## src/lpms_pkg.sv

```systemverilog
// Constants, register map and types for the low-power mode supervisor
package lpms_pkg;

  // Register byte offsets
  localparam int LPMS_AW = 4;
  localparam logic [LPMS_AW-1:0] CTRL_OFS = 4'h0;
  localparam logic [LPMS_AW-1:0] CFG_OFS = 4'h4;
  localparam logic [LPMS_AW-1:0] STAT_OFS = 4'h8;

  // Control register fields
  localparam int CTRL_MODE_LSB = 0;
  localparam int CTRL_SRST = 4;
  localparam int CTRL_WDREF = 5;
  localparam logic [2:0] REQ_NORMAL = 3'h0;
  localparam logic [2:0] REQ_STOP = 3'h1;
  localparam logic [2:0] REQ_SLEEP = 3'h2;

  // Configuration register fields
  localparam int CFG_W = 19;
  localparam int CFG_HS_LSB = 0;
  localparam int HS_N = 4;
  localparam int CFG_WD = 4;
  localparam int CFG_BD = 5;
  localparam int CFG_CP = 6;
  localparam int CFG_CS = 7;
  localparam int CFG_CW = 8;
  localparam int CFG_BUS0_LSB = 9;
  localparam int CFG_BUS1_LSB = 11;
  localparam int CFG_PARK = 13;
  localparam int CFG_FO = 14;
  localparam int CFG_WKP_LSB = 15;
  localparam int WKP_N = 4;
  localparam logic [CFG_W-1:0] CFG_RST = 19'h00000;

  // Status register fields
  localparam int STAT_FAIL = 0;
  localparam int STAT_TSD = 1;
  localparam int STAT_DWELL = 2;
  localparam int STAT_EV_LSB = 8;
  localparam int EV_W = 6;

  // Bus transceiver states
  localparam logic [1:0] BUS_OFF = 2'h0;
  localparam logic [1:0] BUS_WAKE = 2'h1;
  localparam logic [1:0] BUS_ACT = 2'h2;
  localparam logic [1:0] BUS_WOKEN = 2'h3;

  localparam logic [1:0] RESP_OKAY = 2'h0;
  localparam logic [1:0] RESP_SLVERR = 2'h2;

  // Timing
  localparam int CLK_HZ = 20000000;
  localparam int FS_DWELL_MS = 100;
  localparam int OT_REC_MS = 1000;
  localparam int FS_DWELL_CYC = FS_DWELL_MS * (CLK_HZ / 1000);
  localparam int OT_REC_CYC = OT_REC_MS * (CLK_HZ / 1000);
  localparam int TMR_W = 25;
  localparam int RESTART_CYC = 16;
  localparam int RST_CNT_W = 5;

  typedef enum logic [4:0] {
    LPMS_NORMAL = 5'h01,
    LPMS_STOP = 5'h02,
    LPMS_SLEEP = 5'h04,
    LPMS_RESTART = 5'h08,
    LPMS_FAILSAFE = 5'h10
  } lpms_mode_t;

endpackage

```

## src/lpms_tmr_if.sv

```systemverilog
// Control and status lines between the supervisor and one of its timers
`timescale 1ns/1ps
interface lpms_tmr_if;
  logic clear;
  logic run;
  logic expired;
  modport ctl (output clear, output run, input expired);
  modport tmr (input clear, input run, output expired);
endinterface

```

## src/lpms_sup.sv

```systemverilog
// Low-power mode supervisor with AXI4-Lite register slave
//
// Overview of operation
// - Stop keeps regulator on and freezes watchdog, switches, buses, cyclic functions.
// - Bridge drivers and charge pump off in Stop, Sleep, Restart, Fail-Safe.
// - Low-side braking stays allowed in Stop.
// - Sleep turns regulator and watchdog off; wake detection and cyclic functions run.
// - Sleep keeps switches and cyclic functions as configured in Normal.
// - Sleep keeps each bus off if configured off, else makes it wake-capable.
// - Low-side braking stays allowed in Sleep.
// - Restart is transitional and drives the reset output asserted.
// - Restart disables watchdog, switches and cyclic functions.
// - Regulator stays on during Restart.
// - Restart bus state is woken, wake-capable or off.
// - Fail-Safe turns off regulator, watchdog, switches and cyclic functions.
// - Fail-Safe forces both buses wake-capable.
// - Fail-Safe entry enables default wake sources and clears wake events.
// - Fail-safe output pin activates in Fail-Safe when so configured.
// - Fail-Safe holds for the dwell time; stored wakes then trigger Restart.
// - After overtemperature clears, Restart follows the recovery time without wake.
// - Parking braking is disabled in Fail-Safe.
// - Stop ignores writes and flags failure, except mode, reset, refresh, clear.
`timescale 1ns/1ps
module lpms_sup
  import lpms_pkg::*;
#(
  parameter int unsigned FS_DWELL_CYCLES = FS_DWELL_CYC,
  parameter int unsigned OT_REC_CYCLES = OT_REC_CYC
) (
  input wire logic aclk,
  input wire logic aresetn,
  input wire logic awvalid,
  output logic awready,
  input wire logic [LPMS_AW-1:0] awaddr,
  input wire logic wvalid,
  output logic wready,
  input wire logic [31:0] wdata,
  input wire logic [3:0] wstrb,
  output logic bvalid,
  input wire logic bready,
  output logic [1:0] bresp,
  input wire logic arvalid,
  output logic arready,
  input wire logic [LPMS_AW-1:0] araddr,
  output logic rvalid,
  input wire logic rready,
  output logic [31:0] rdata,
  output logic [1:0] rresp,
  input wire logic overtemp_in,
  input wire logic ov_brake_in,
  input wire logic [1:0] bus_wake_in,
  input wire logic [WKP_N-1:0] wake_input_pins,
  input wire logic fail_event,
  input wire logic restart_event,
  output logic main_regulator,
  output logic watchdog_en,
  output logic wd_refresh,
  output logic soft_reset,
  output logic [HS_N-1:0] high_side_switches,
  output logic bridge_gate_drivers,
  output logic charge_pump,
  output logic low_side_brake_en,
  output logic [3:0] bus_state,
  output logic cyclic_sense_en,
  output logic cyclic_wake_en,
  output logic reset_output_n,
  output logic fail_safe_output_pin,
  output logic [EV_W-1:0] wake_src_en,
  output logic [4:0] mode_o
);

  typedef struct packed {
    lpms_mode_t mode;
    logic [CFG_W-1:0] cfg;
    logic spi_fail;
    logic [EV_W-1:0] wake_ev;
    logic tsd;
    logic [RST_CNT_W-1:0] rst_cnt;
    logic [WKP_N+3:0] sync1;
    logic [WKP_N+3:0] sync2;
    logic aw_v;
    logic [LPMS_AW-1:0] aw_addr;
    logic w_v;
    logic [31:0] w_data;
    logic [3:0] w_strb;
    logic awready;
    logic wready;
    logic arready;
    logic bvalid;
    logic [1:0] bresp;
    logic rvalid;
    logic [31:0] rdata;
    logic [1:0] rresp;
    logic main_reg;
    logic wd_en;
    logic wd_ref;
    logic srst;
    logic [HS_N-1:0] hs;
    logic bd;
    logic cp;
    logic ls_brk;
    logic [3:0] bus;
    logic cs;
    logic cw;
    logic rst_n;
    logic fo;
    logic [EV_W-1:0] wsrc;
  } lpms_st_t;

  lpms_st_t s_q;
  lpms_st_t s_d;

  lpms_tmr_if dwell_if ();
  lpms_tmr_if ot_if ();

  lpms_timer #(.LEN(FS_DWELL_CYCLES), .W(TMR_W)) u_dwell (
    .aclk(aclk),
    .aresetn(aresetn),
    .t(dwell_if.tmr)
  );

  lpms_timer #(.LEN(OT_REC_CYCLES), .W(TMR_W)) u_ot (
    .aclk(aclk),
    .aresetn(aresetn),
    .t(ot_if.tmr)
  );

  function automatic logic [31:0] wmerge(logic [31:0] o, logic [31:0] d, logic [3:0] st);
    logic [31:0] r;
    r = o;
    for (int i = 0; i < 4; i++) begin
      if (st[i]) begin
        r[i*8 +: 8] = d[i*8 +: 8];
      end
    end
    return r;
  endfunction

  function automatic logic [1:0] bus_map(lpms_mode_t m, logic [1:0] c, logic woken);
    logic [1:0] r;
    r = c;
    if (m == LPMS_FAILSAFE) begin
      r = BUS_WAKE;
    end else if (m == LPMS_SLEEP) begin
      r = (c == BUS_OFF) ? BUS_OFF : BUS_WAKE;
    end else if (m == LPMS_RESTART) begin
      r = woken ? BUS_WOKEN : ((c == BUS_OFF) ? BUS_OFF : BUS_WAKE);
    end
    return r;
  endfunction

  logic ot;
  logic ovb;
  logic [1:0] bus_w;
  logic [WKP_N-1:0] pin_w;
  logic [EV_W-1:0] ev_in;
  logic [EV_W-1:0] clr_ev;
  logic do_wr;
  logic sw_req;
  logic [2:0] req;
  logic srst;
  logic fail_set;
  logic clr_fail;
  logic locked;
  logic fs_entry;
  logic [31:0] merged;

  always_comb begin
    s_d = s_q;
    s_d.wd_ref = 1'b0;
    s_d.srst = 1'b0;
    // Pins pass two flops before anything looks at them
    s_d.sync1 = {ov_brake_in, overtemp_in, wake_input_pins, bus_wake_in};
    s_d.sync2 = s_q.sync1;
    bus_w = s_q.sync2[1:0];
    pin_w = s_q.sync2[WKP_N+1:2];
    ot = s_q.sync2[WKP_N+2];
    ovb = s_q.sync2[WKP_N+3];
    ev_in[0] = bus_w[0] && (s_q.cfg[CFG_BUS0_LSB +: 2] != BUS_OFF || s_q.mode == LPMS_FAILSAFE);
    ev_in[1] = bus_w[1] && (s_q.cfg[CFG_BUS1_LSB +: 2] != BUS_OFF || s_q.mode == LPMS_FAILSAFE);
    ev_in[EV_W-1:2] = pin_w & s_q.cfg[CFG_WKP_LSB +: WKP_N];
    clr_ev = '0;
    sw_req = 1'b0;
    req = REQ_NORMAL;
    srst = 1'b0;
    fail_set = 1'b0;
    clr_fail = 1'b0;
    merged = '0;
    locked = (s_q.mode == LPMS_STOP) || (s_q.mode == LPMS_SLEEP);

    if (awvalid && s_q.awready) begin
      s_d.aw_v = 1'b1;
      s_d.aw_addr = awaddr;
    end
    if (wvalid && s_q.wready) begin
      s_d.w_v = 1'b1;
      s_d.w_data = wdata;
      s_d.w_strb = wstrb;
    end
    if (s_q.bvalid && bready) begin
      s_d.bvalid = 1'b0;
    end
    do_wr = s_q.aw_v && s_q.w_v && !s_q.bvalid;
    if (do_wr) begin
      s_d.aw_v = 1'b0;
      s_d.w_v = 1'b0;
      s_d.bvalid = 1'b1;
      s_d.bresp = RESP_OKAY;
      unique case (s_q.aw_addr)
        CTRL_OFS: begin
          if (s_q.w_strb[0]) begin
            sw_req = 1'b1;
            req = s_q.w_data[CTRL_MODE_LSB +: 3];
            srst = s_q.w_data[CTRL_SRST];
            s_d.wd_ref = s_q.w_data[CTRL_WDREF];
          end
        end
        CFG_OFS: begin
          // Configuration is frozen in Stop and Sleep so those low-power modes see Normal settings
          merged = wmerge(32'(s_q.cfg), s_q.w_data, s_q.w_strb);
          if (locked) begin
            fail_set = 1'b1;
          end else begin
            s_d.cfg = merged[CFG_W-1:0];
          end
        end
        STAT_OFS: begin
          clr_fail = s_q.w_strb[0] && s_q.w_data[STAT_FAIL];
          clr_ev = s_q.w_strb[1] ? s_q.w_data[STAT_EV_LSB +: EV_W] : '0;
        end
        default: begin
          s_d.bresp = RESP_SLVERR;
        end
      endcase
    end

    if (arvalid && s_q.arready) begin
      s_d.rvalid = 1'b1;
      s_d.rresp = RESP_OKAY;
      unique case (araddr)
        CTRL_OFS: s_d.rdata = 32'(s_q.mode);
        CFG_OFS: s_d.rdata = 32'(s_q.cfg);
        STAT_OFS: begin
          s_d.rdata = '0;
          s_d.rdata[STAT_FAIL] = s_q.spi_fail;
          s_d.rdata[STAT_TSD] = s_q.tsd;
          s_d.rdata[STAT_DWELL] = dwell_if.expired;
          s_d.rdata[STAT_EV_LSB +: EV_W] = s_q.wake_ev;
        end
        default: begin
          s_d.rdata = '0;
          s_d.rresp = RESP_SLVERR;
        end
      endcase
    end else if (s_q.rvalid && rready) begin
      s_d.rvalid = 1'b0;
    end

    unique case (s_q.mode)
      LPMS_NORMAL: begin
        if (sw_req && !srst) begin
          if (req == REQ_STOP) begin
            s_d.mode = LPMS_STOP;
          end else if (req == REQ_SLEEP) begin
            s_d.mode = LPMS_SLEEP;
          end else if (req != REQ_NORMAL) begin
            fail_set = 1'b1;
          end
        end
      end
      LPMS_STOP: begin
        // Wake events only raise flags here; the host or a restart, fail or overtemperature event decides when to leave Stop
        if (sw_req && !srst) begin
          if (req == REQ_NORMAL) begin
            s_d.mode = LPMS_NORMAL;
          end else if (req == REQ_SLEEP) begin
            fail_set = 1'b1;
            s_d.mode = LPMS_RESTART;
          end else if (req != REQ_STOP) begin
            // Staying in Stop is how a watchdog refresh gets through without a failure flag
            fail_set = 1'b1;
          end
        end
      end
      LPMS_SLEEP: begin
        if (sw_req) begin
          fail_set = 1'b1;
        end
        if (|s_q.wake_ev) begin
          s_d.mode = LPMS_RESTART;
        end
      end
      LPMS_RESTART: begin
        // Fixed short Restart stands in for the reset delay
        if (s_q.rst_cnt == RST_CNT_W'(RESTART_CYC - 1)) begin
          s_d.mode = LPMS_NORMAL;
        end
      end
      LPMS_FAILSAFE: begin
        if (dwell_if.expired && (|s_q.wake_ev)) begin
          s_d.mode = LPMS_RESTART;
        end else if (ot_if.expired) begin
          s_d.mode = LPMS_RESTART;
        end
      end
    endcase

    if (srst && (s_q.mode == LPMS_NORMAL || s_q.mode == LPMS_STOP)) begin
      s_d.mode = LPMS_NORMAL;
      s_d.cfg = CFG_RST;
      s_d.srst = 1'b1;
    end
    if (restart_event && s_q.mode != LPMS_FAILSAFE) begin
      s_d.mode = LPMS_RESTART;
    end
    if ((ot || fail_event) && s_q.mode != LPMS_FAILSAFE) begin
      s_d.mode = LPMS_FAILSAFE;
    end

    fs_entry = (s_d.mode == LPMS_FAILSAFE) && (s_q.mode != LPMS_FAILSAFE);
    s_d.rst_cnt = (s_q.mode == LPMS_RESTART) ? s_q.rst_cnt + RST_CNT_W'(1) : '0;
    s_d.tsd = (s_q.tsd || ot) && (s_d.mode == LPMS_FAILSAFE);
    // A new event wins over a clear in the same cycle
    s_d.spi_fail = (s_q.spi_fail && !clr_fail) || fail_set;
    s_d.wake_ev = (s_q.wake_ev & ~clr_ev & ~{EV_W{fs_entry}}) | ev_in;
    s_d.awready = !s_d.aw_v;
    s_d.wready = !s_d.w_v;
    s_d.arready = !s_d.rvalid;

    dwell_if.clear = fs_entry || (s_q.mode != LPMS_FAILSAFE);
    dwell_if.run = (s_q.mode == LPMS_FAILSAFE);
    ot_if.clear = ot || (s_q.mode != LPMS_FAILSAFE);
    ot_if.run = s_q.tsd;

    // Enables follow the next mode so they switch on the same edge as the mode
    s_d.main_reg = !(s_d.mode == LPMS_SLEEP || s_d.mode == LPMS_FAILSAFE);
    s_d.wd_en = (s_d.mode == LPMS_NORMAL || s_d.mode == LPMS_STOP) && s_d.cfg[CFG_WD];
    s_d.hs = '0;
    s_d.cs = 1'b0;
    s_d.cw = 1'b0;
    s_d.ls_brk = 1'b0;
    if (s_d.mode == LPMS_NORMAL || s_d.mode == LPMS_STOP || s_d.mode == LPMS_SLEEP) begin
      s_d.hs = s_d.cfg[CFG_HS_LSB +: HS_N];
      s_d.cs = s_d.cfg[CFG_CS];
      s_d.cw = s_d.cfg[CFG_CW];
      s_d.ls_brk = s_d.cfg[CFG_PARK] || ovb;
    end
    s_d.bd = (s_d.mode == LPMS_NORMAL) && s_d.cfg[CFG_BD];
    s_d.cp = (s_d.mode == LPMS_NORMAL) && s_d.cfg[CFG_CP];
    s_d.bus[1:0] = bus_map(s_d.mode, s_d.cfg[CFG_BUS0_LSB +: 2], s_d.wake_ev[0]);
    s_d.bus[3:2] = bus_map(s_d.mode, s_d.cfg[CFG_BUS1_LSB +: 2], s_d.wake_ev[1]);
    // Reset stays asserted whenever the host is unpowered or restarting
    s_d.rst_n = (s_d.mode == LPMS_NORMAL || s_d.mode == LPMS_STOP);
    s_d.fo = (s_d.mode == LPMS_FAILSAFE) && s_d.cfg[CFG_FO];
    s_d.wsrc[EV_W-1:2] = s_d.cfg[CFG_WKP_LSB +: WKP_N];
    s_d.wsrc[0] = (s_d.mode == LPMS_FAILSAFE) || (s_d.cfg[CFG_BUS0_LSB +: 2] != BUS_OFF);
    s_d.wsrc[1] = (s_d.mode == LPMS_FAILSAFE) || (s_d.cfg[CFG_BUS1_LSB +: 2] != BUS_OFF);
  end

  always_ff @(posedge aclk) begin
    if (!aresetn) begin
      s_q <= '0;
      s_q.mode <= LPMS_NORMAL;
      s_q.cfg <= CFG_RST;
    end else begin
      s_q <= s_d;
    end
  end

  assign awready = s_q.awready;
  assign wready = s_q.wready;
  assign bvalid = s_q.bvalid;
  assign bresp = s_q.bresp;
  assign arready = s_q.arready;
  assign rvalid = s_q.rvalid;
  assign rdata = s_q.rdata;
  assign rresp = s_q.rresp;
  assign main_regulator = s_q.main_reg;
  assign watchdog_en = s_q.wd_en;
  assign wd_refresh = s_q.wd_ref;
  assign soft_reset = s_q.srst;
  assign high_side_switches = s_q.hs;
  assign bridge_gate_drivers = s_q.bd;
  assign charge_pump = s_q.cp;
  assign low_side_brake_en = s_q.ls_brk;
  assign bus_state = s_q.bus;
  assign cyclic_sense_en = s_q.cs;
  assign cyclic_wake_en = s_q.cw;
  assign reset_output_n = s_q.rst_n;
  assign fail_safe_output_pin = s_q.fo;
  assign wake_src_en = s_q.wsrc;
  assign mode_o = s_q.mode;

  AST_BD_OFF: assert property (@(posedge aclk) disable iff (!aresetn)
    (s_q.mode != LPMS_NORMAL) |-> (!bridge_gate_drivers && !charge_pump))
    else $error("bridge drivers or charge pump on outside Normal");

  AST_STOP_FROZEN: assert property (@(posedge aclk) disable iff (!aresetn)
    (s_q.mode == LPMS_STOP) && $past(s_q.mode) == LPMS_STOP |-> $stable(high_side_switches) && $stable(bus_state)
      && $stable(watchdog_en) && main_regulator)
    else $error("Stop outputs changed or regulator off");

  AST_SLEEP_OFF: assert property (@(posedge aclk) disable iff (!aresetn)
    $rose(s_q.mode == LPMS_SLEEP) |-> !main_regulator && !watchdog_en && !reset_output_n)
    else $error("regulator or watchdog not off on Sleep entry");

  AST_SLEEP_BUS: assert property (@(posedge aclk) disable iff (!aresetn)
    (s_q.mode == LPMS_SLEEP) |-> bus_state[1:0] != BUS_ACT && bus_state[3:2] != BUS_ACT)
    else $error("bus active in Sleep");

  AST_RESTART: assert property (@(posedge aclk) disable iff (!aresetn)
    (s_q.mode == LPMS_RESTART) |-> !reset_output_n && main_regulator && high_side_switches == '0
      && !cyclic_sense_en && !cyclic_wake_en && !watchdog_en)
    else $error("Restart outputs wrong");

  AST_FS_OUT: assert property (@(posedge aclk) disable iff (!aresetn)
    (s_q.mode == LPMS_FAILSAFE) |-> !main_regulator && bus_state == {BUS_WAKE, BUS_WAKE}
      && !low_side_brake_en && fail_safe_output_pin == s_q.cfg[CFG_FO])
    else $error("Fail-Safe outputs wrong");

  AST_FS_HOLD: assert property (@(posedge aclk) disable iff (!aresetn)
    (s_q.mode == LPMS_FAILSAFE) && !dwell_if.expired && !ot_if.expired |=> s_q.mode != LPMS_RESTART)
    else $error("Fail-Safe left before dwell or recovery");

  AST_FS_CLR: assert property (@(posedge aclk) disable iff (!aresetn)
    $rose(s_q.mode == LPMS_FAILSAFE) |-> (s_q.wake_ev & ~$past(ev_in)) == '0 && wake_src_en[1:0] == 2'h3)
    else $error("wake events not cleared on Fail-Safe entry");

  AST_STOP_WR: assert property (@(posedge aclk) disable iff (!aresetn)
    (s_q.mode == LPMS_STOP) && do_wr && s_q.aw_addr == CFG_OFS |=> s_q.spi_fail && $stable(s_q.cfg))
    else $error("write in Stop not refused");

  AST_OT_REC: assert property (@(posedge aclk) disable iff (!aresetn)
    (s_q.mode == LPMS_FAILSAFE) && ot_if.expired && !ot && !fail_event |=> s_q.mode == LPMS_RESTART)
    else $error("no Restart after overtemperature recovery");

endmodule

```

## src/lpms_timer.sv

```systemverilog
// Sticky expiry timer used for the fail-safe dwell and overtemperature recovery time
`timescale 1ns/1ps
module lpms_timer
  import lpms_pkg::*;
#(
  parameter int unsigned LEN = 16,
  parameter int W = TMR_W
) (
  input wire logic aclk,
  input wire logic aresetn,
  lpms_tmr_if.tmr t
);

  typedef struct packed {
    logic [W-1:0] cnt;
    logic done;
  } lpms_tmr_st_t;

  lpms_tmr_st_t s_q;
  lpms_tmr_st_t s_d;

  always_comb begin
    s_d = s_q;
    if (t.clear) begin
      s_d.cnt = '0;
      s_d.done = 1'b0;
    end else if (t.run && !s_q.done) begin
      if (s_q.cnt == W'(LEN - 1)) begin
        s_d.done = 1'b1;
      end else begin
        s_d.cnt = s_q.cnt + W'(1);
      end
    end
  end

  always_ff @(posedge aclk) begin
    if (!aresetn) begin
      s_q <= '0;
    end else begin
      s_q <= s_d;
    end
  end

  assign t.expired = s_q.done;

endmodule

```

## config.mk

```make
export PLATFORM = sky130hd
export DESIGN_NAME = lpms_sup
export DESIGN_NICKNAME = d
export VERILOG_FILES = /design/src/lpms_pkg.sv /design/src/lpms_tmr_if.sv /design/src/lpms_sup.sv /design/src/lpms_timer.sv
export SDC_FILE = /design/constraint.sdc
export NUM_CORES = 1
export LEC_CHECK = 0
export BUFFER_PORTS_ARGS = -buffer_cell sky130_fd_sc_hd__buf_4
export CORE_MARGIN = 4
export CORE_UTILIZATION = 25
export CTS_CLUSTER_DIAMETER = 60
export DETAILED_ROUTE_END_ITERATION = 8
export GPL_TIMING_DRIVEN = 0
export MAX_ROUTING_LAYER = met4
export SLEW_MARGIN = 30
export SYNTH_ARGS = -nofsm -noshare
export SYNTH_HDL_FRONTEND = slang
export SYNTH_SLANG_ARGS = --single-unit
```

## constraint.sdc

```tcl
create_clock -name aclk -period 4.75 [get_ports aclk]
set_input_delay 0.475 -clock aclk [delete_from_list [all_inputs] [get_ports aclk]]
set_output_delay 0.475 -clock aclk [all_outputs]
set_load 0.03 [all_outputs]
```

==> results of run 1 <==
-- sequential cells by signal, summed over array words and instances (netlist names), 2 cells and up --
| signal | flops |
|---|---|
| bus_state | 4 |
| bus_w | 2 |
| high_side_switches | 4 |
| mode_o | 5 |
| pin_w | 4 |
| rdata | 19 |
| s_d | 8 |
| s_q | 59 |
| u_dwell.s_q | 25 |
| u_ot.s_q | 25 |
| wake_src_en | 2 |
-- metal layers --
| layer | GRT usage, % | up-vias |
|---|---|---|
| met1 | 16.26 | 3024 |
| li1 | - | 3266 |
| met3 | 3.581 | 17 |
| met4 | 3.135 | 0 |
| met2 | 19.83 | 159 |
| met5 | - | - |
-- power groups by stage --
stage | clock network [mW] | registers (mW) | logic (mW)
floorplan | 0 | 1.60 | 0.167
global placement | 0 | 1.60 | 0.266
detailed placement | 0 | 1.60 | 0.269
CTS | 1.46 | 1.56 | 0.270
global route | 1.53 | 1.57 | 0.295
finish | 1.43 | 1.56 | 0.269
-- through the flow --
stage / hold WS [ps] / area, um^2 / total power, mW
2_1_floorplan: 411.9 / 7789 / 1.763
3_3_place_gp: 415.6 / 9035 / 1.863
3_5_place_dp: 418.4 / 9059 / 1.867
4_1_cts: 233.9 / 9657 / 3.291
5_1_grt: 237.1 / 9664 / 3.386
6_report: 251.5 / 9664 / 3.265
-- Yosys cell counts, types with 3 or more instances --
cell type / number
a22o_1: 5
nand2b_1: 4
clkbuf_1: 28
or2_2: 5
inv_1: 14
o21ai_0: 13
mux2i_1: 27
buf_2: 4
or3_1: 14
o31a_1: 4
xor2_1: 18
nand3_1: 27
nor2_1: 128
nand3b_1: 3
and2_1: 31
nand2_1: 100
nor2b_1: 7
xnor2_1: 27
buf_4: 55
and3_1: 14
a21oi_1: 55
dfxtp_1: 180
nor3_1: 19
nand4_1: 14
a22oi_1: 12
ha_1: 4
nor4b_1: 3
a32oi_1: 4
or4_1: 5
and4_1: 4
buf_1: 4
nor4_1: 7
-- path summary, 6_finish.rpt --
kind,startpoint,to,slack (ps),cells after the start
max,mode_o[4],bus_state[3],1110,9
min,ov_brake_in,s_d[115],250,2
max reg2reg,mode_o[4],bus_state[3],1110,9
min reg2reg,s_d[113],pin_w[3],430,1
-- cells by family (layout without fill, tap and decap cells) --
family | after synthesis | after routing | synth area share [%]
buffers and inverters | 106 | 240 | 7.973
other | 1 | 18 | 0.04847
AO/OA/AOI/OAI | 125 | 125 | 10.66
AND/OR/NAND/NOR | 399 | 399 | 25.21
multiplexers | 29 | 29 | 3.785
adder cells (fa/ha/maj) | 4 | 4 | 0.6470
flip-flops | 180 | 180 | 46.58
XOR/XNOR | 45 | 45 | 5.095
-- area by class of cell --
class	count	area, um^2	share of cell area, %
well taps	396	495.5	5.127
inverters	14	52.55	0.5438
flip-flops and latches	180	3603	37.29
plain buffers	92	564.3	5.839
repair buffers	102	763.2	7.897
diodes	3	7.507	0.07768
clock buffers	20	456.7	4.726
multi-input cells	617	3580	37.04
clock inverters	12	141.4	1.463
-- critical path: stages, from the launching register on --
cell      delay (ps)
dfxtp_1          390
clkbuf_1         440
and3_1           240
clkbuf_1         370
o21bai_1         170
a211oi_1         650
nor2b_1          240
o2111a_1         310
nor3_1           500
and2_1           270
==> impl_metrics.csv, run 1 <==
group,metric,value,unit
yosys,yosys-top-cells-area,"dfxtp_1 (47%), nor2_1 (6.2%), buf_4 (5.3%)",
detailed_routing,routed.top_layer,"met4",
critical_path,worst-endpoint-arrival,4010,ps
sta,tightest_slew,730.1,ps
critical_path,endpoint_kind,"flop",
floorplan,core_area,0.03059,mm^2
detailed_routing,totalWireLength,20800,um
clock_network,clkTransAtPathRegs,70,ps
clock_network,cts_buffers,17,
sta,setup_viol,0,
layout,num-fill-cells,3247,
job,max_cap_violations,0,
layout,utilization,31.59,%
clock_network,htreeDepth,4,
clock_network,hold_buffers,0,
power,seqPwrFrac,47.9,%
placement,dp_cells,1401,
detailed_routing,routedWlPerCell,14.49,um
critical_path,path_class,"flop to flop",
yosys,syn_avg_cell_area,8.702,um^2
clock_network,cts_resized,0,
yosys,ys_types,70,
power,power.density,337.9,mW/mm^2
clock_network,cts-root-buf,"clkbuf_16",
floorplan,die_h,183.9,um
yosys,synth-edff-count,0,
global_routing,track_usage,12.68,%
sta,final-max-slew-violation-count,0,
clock_network,postCtsSetupBuffers,0,
yosys,synth_flop_cell,"dfxtp_1",
clock_network,clkLatencyLatePin,440,ps
sta,worst_slack,1105,ps
sta,fin_tns_setup,0,ps
global_routing,grt-ovfl-total,0,
yosys,synth_cells,889,
run_status,status,"finished clean",
global_routing,grt_pass1_vias,6242,
layout,nNetsFinal,1089,
detailed_routing,route.met2.wl,9743,um
sta,slew_headroom,51.03,%
power,power.switching,0.8099,mW
power,cellLeakagePower,3.737,nW
placement,place_congestion,0.8988,
detailed_routing,via_count,6466,
floorplan,initial_core_util,25.29,%
yosys,synth_top_area_share,46.58,%
floorplan,rows,64,
layout,layout.cells.non_filler,1436,
detailed_routing,antenna_left,0,
detailed_routing,met1Wirelength,9474,um
detailed_routing,routed_via_density,4.503,
detailed_routing,drc_errors,0,
sta,fin_crit,3645,ps
critical_path,startpoint_type,"flop",
yosys,synth-seq-cells,180,
placement,dp_slack,1225,ps
global_routing,antenna_found_initial,3,
sta,skew,11.47,ps
layout,synthToLayoutAreaGrowth,24.92,%
sta,fmax,274.4,MHz
detailed_routing,met3RoutedLength,1334,um
layout,final_common_cell,"dfxtp_1",
detailed_routing,firstDrtPassIters,5,
sta,hold_violations,0,
power,ir_drop,275.9,uV
yosys,ys_seq_area_share,46.58,%
floorplan,die-area,0.03382,mm^2
sta,rsz0062_at_grt,"false",
global_routing,grt_pass1_wl,33100,um
power,clockPowerShare,43.9,%
critical_path,cp_max_fo,10,
layout,layout_common_cells,"dfxtp_1 (180), buf_4 (156), nor2_1 (128), nand2_1 (100), a21oi_1 (55)",
critical_path,worst_ep_required_time,5110,ps
floorplan,die_x,183.9,um
sta,finalCritPeriodShare,76.73,%
placement,hpwlAfterDp,15890,um
layout,drive_gt1_share,20.64,%
global_routing,grt_max_degree,17,
detailed_routing,drtIter0Drc,405,
clock_network,clockBufferDepth,2,
power,pwr-share-comb,8.2,%
power,sw_frac_of_total,24.80,%
yosys,synth_warnings,0,
floorplan,ios,132,
placement,io_buffers,100,
hold_path,hold_path_class,"input pin to flop",
yosys,synth_top_area_cell,"dfxtp_1",
clock_network,cts_tree,"built",
yosys,async_reset_ff_share,0,%
yosys,syn-cell-area,0.007736,mm^2
clock_network,cts_sinks,180,
power,p_int,2.455,mW
Power figures use the tool's default switching activity.
==> run 2, diff against run 1 <==
clock period = 3.5 ns   (was 4.75 ns; I/O delays follow)
==> run 2 against run 1 <==
  * Global-route usage is the same
  * Critical path type unchanged
  * Routed wire length decreased by 0.15%
  * Utilization barely moved
  * Critical path depth is the same
  * Sequential share of layout area is essentially flat
  * Cell count unchanged
  * Hold slack got worse by 120 ps
  * Setup slack got worse by 780 ps
==> impl_metrics.csv, run 2 (same netlist as run 1, synthesis figures left out) <==
group,metric,value,unit
critical_path,cp_slowest_cell,"or4b_1",
floorplan,rows,64,
detailed_routing,routedWlPerCell,14.47,um
sta,setup_viol,0,
layout,layout_common_cells,"dfxtp_1 (180), buf_4 (156), nor2_1 (128), nand2_1 (100), a21oi_1 (55)",
layout,layout.cells.non_filler,1436,
sta,fin_crit,3175,ps
critical_path,worst_ep_required_time,3820,ps
critical_path,path_class,"flop to flop",
floorplan,die-area,0.03382,mm^2
sta,fmax,314.9,MHz
clock_network,htreeDepth,4,
placement,io_buffers,100,
detailed_routing,firstDrtPassIters,5,
sta,skew,9.949,ps
floorplan,initial_core_util,25.29,%
critical_path,worst-endpoint-arrival,3490,ps
critical_path,cpPeakStageDelay,600,ps
global_routing,grt_pass1_vias,6230,
detailed_routing,drtIter0Drc,387,
clock_network,cts_tree,"built",
run_status,status,"finished clean",
placement,dp_slack,-24.80,ps
layout,nNetsFinal,1089,
detailed_routing,antenna_left,0,
clock_network,hold_buffers,0,
clock_network,cts-root-buf,"clkbuf_16",
sta,finalCritPeriodShare,90.72,%
power,power.density,457.9,mW/mm^2
detailed_routing,totalWireLength,20770,um
sta,tightest_slew,721.7,ps
detailed_routing,via_count,6501,
detailed_routing,routed_via_density,4.527,
clock_network,clkTransAtPathRegs,70,ps
critical_path,startpoint_type,"flop",
sta,rsz0062_at_grt,"false",
critical_path,crit_chain,"buf_2 > or4b_1 > nor4_4 > o21bai_1 > a211oi_2 > nor2b_1 > o2111a_1 > nor3_2 > and2_1",
clock_network,cts_buffers,17,
job,max_cap_violations,0,
hold_path,hold_path_class,"input pin to flop",
layout,fin_area,0.009674,mm^2
layout,final_common_cell,"dfxtp_1",
global_routing,grt-ovfl-total,0,
layout,drive_gt1_share,20.83,%
sta,worst_slack,324.8,ps
sta,slew_headroom,51.88,%
clock_network,cts_sinks,180,
floorplan,die_h,183.9,um
layout,top_register,"s_q",
global_routing,grt_max_degree,17,
layout,largest_reg_flops,59,
critical_path,cp_max_fo,10,
placement,dpl-instance-area,0.009059,mm^2
global_routing,antenna_found_initial,3,
global_routing,track_usage,12.68,%
floorplan,die_x,183.9,um
sta,hold_violations,0,
placement,hpwlAfterDp,15890,um
floorplan,core_area,0.03059,mm^2
placement,place_congestion,0.8988,
critical_path,endpoint_kind,"flop",
floorplan,ios,132,
layout,reg_top3,"s_q: 59 flops, u_dwell.s_q: 25 flops, u_ot.s_q: 25 flops",
hold_path,holdPathStages,2,
sta,holdWs,127.3,ps
power,ir_drop,373.4,uV
critical_path,ff2ff_path_depth,9,
global_routing,grt_pass1_wl,33090,um
clock_network,clockBufferDepth,2,
detailed_routing,drc_errors,0,
sta,final-max-slew-violation-count,0,
placement,dp_cells,1401,
clock_network,postCtsSetupBuffers,0,
power,cellLeakagePower,3.738,nW
layout,synthToLayoutAreaGrowth,25.05,%
clock_network,clkLatencyLatePin,430,ps
## run 2: cell counts in the layout (fill, tap and decap cells not counted)
No cell type changed its count.
## run 2: critical path: cells and delay by family (launching register included)
| kind | cells | cell delay (ps) |
|---|---|---|
| buffers and inverters | 1 | 200 |
| DFF | 1 | 340 |
| AOI/OAI and AO/OA | 3 | 810 |
| and+or+nand+nor | 5 | 1690 |
## run 2: layer usage
| layer | wire [um] | global-route usage, % | vias to the layer above |
|---|---|---|---|
| met5 | 0 | - | - |
| met4 | 248 | 3.135 | 0 |
| met3 | 1340 | 3.581 | 18 |
| met2 | 9739 | 19.74 | 172 |
| met1 | 9445 | 16.33 | 3046 |
| li1 | - | - | 3265 |
## run 2: area by class of cell
cell class | count | area, um^2
inverters | 14 | 52.55
well taps | 396 | 495.5
plain buffers | 92 | 564.3
multi-input cells | 617 | 3590
flip-flops and latches | 180 | 3603
fillers | 3244 | 20920
diodes | 3 | 7.507
repair buffers | 102 | 763.2
clock inverters | 12 | 141.4
clock buffers | 20 | 456.7
## run 2: final timing paths
| check | from | endpoint | slack [ps] |
|---|---|---|---|
| worst min-delay path | ov_brake_in | s_d[115] | 130 |
| worst max register to register | mode_o[3] | bus_state[3] | 320 |
| worst max-delay path | mode_o[3] | bus_state[3] | 320 |
| worst min register to register | s_d[113] | pin_w[3] | 430 |
## run 2: where the power goes
group | internal, mW | switching, mW
logic | 0.142 | 0.224
clock network | 1.10 | 0.841
registers | 2.09 | 0.0321
total | 3.33 | 1.10
## run 2: timing repair
item	in CTS	in global routing
endpoints found under the hold margin	0	0
endpoints found under the setup margin	2	2
pin swaps	0	0
resized for setup	1	1
## run 2: stage by stage
| stage | utilization [%] | TNS (ps) | total power, mW |
|---|---|---|---|
| after floorplan | - | 0 | 2.393 |
| after global placement | 29.54 | -145.5 | 2.529 |
| after detailed placement | 29.61 | -43.10 | 2.533 |
| after CTS | 31.59 | 0 | 4.466 |
| after global routing | 31.63 | 0 | 4.597 |
| final | 31.63 | 0 | 4.430 |
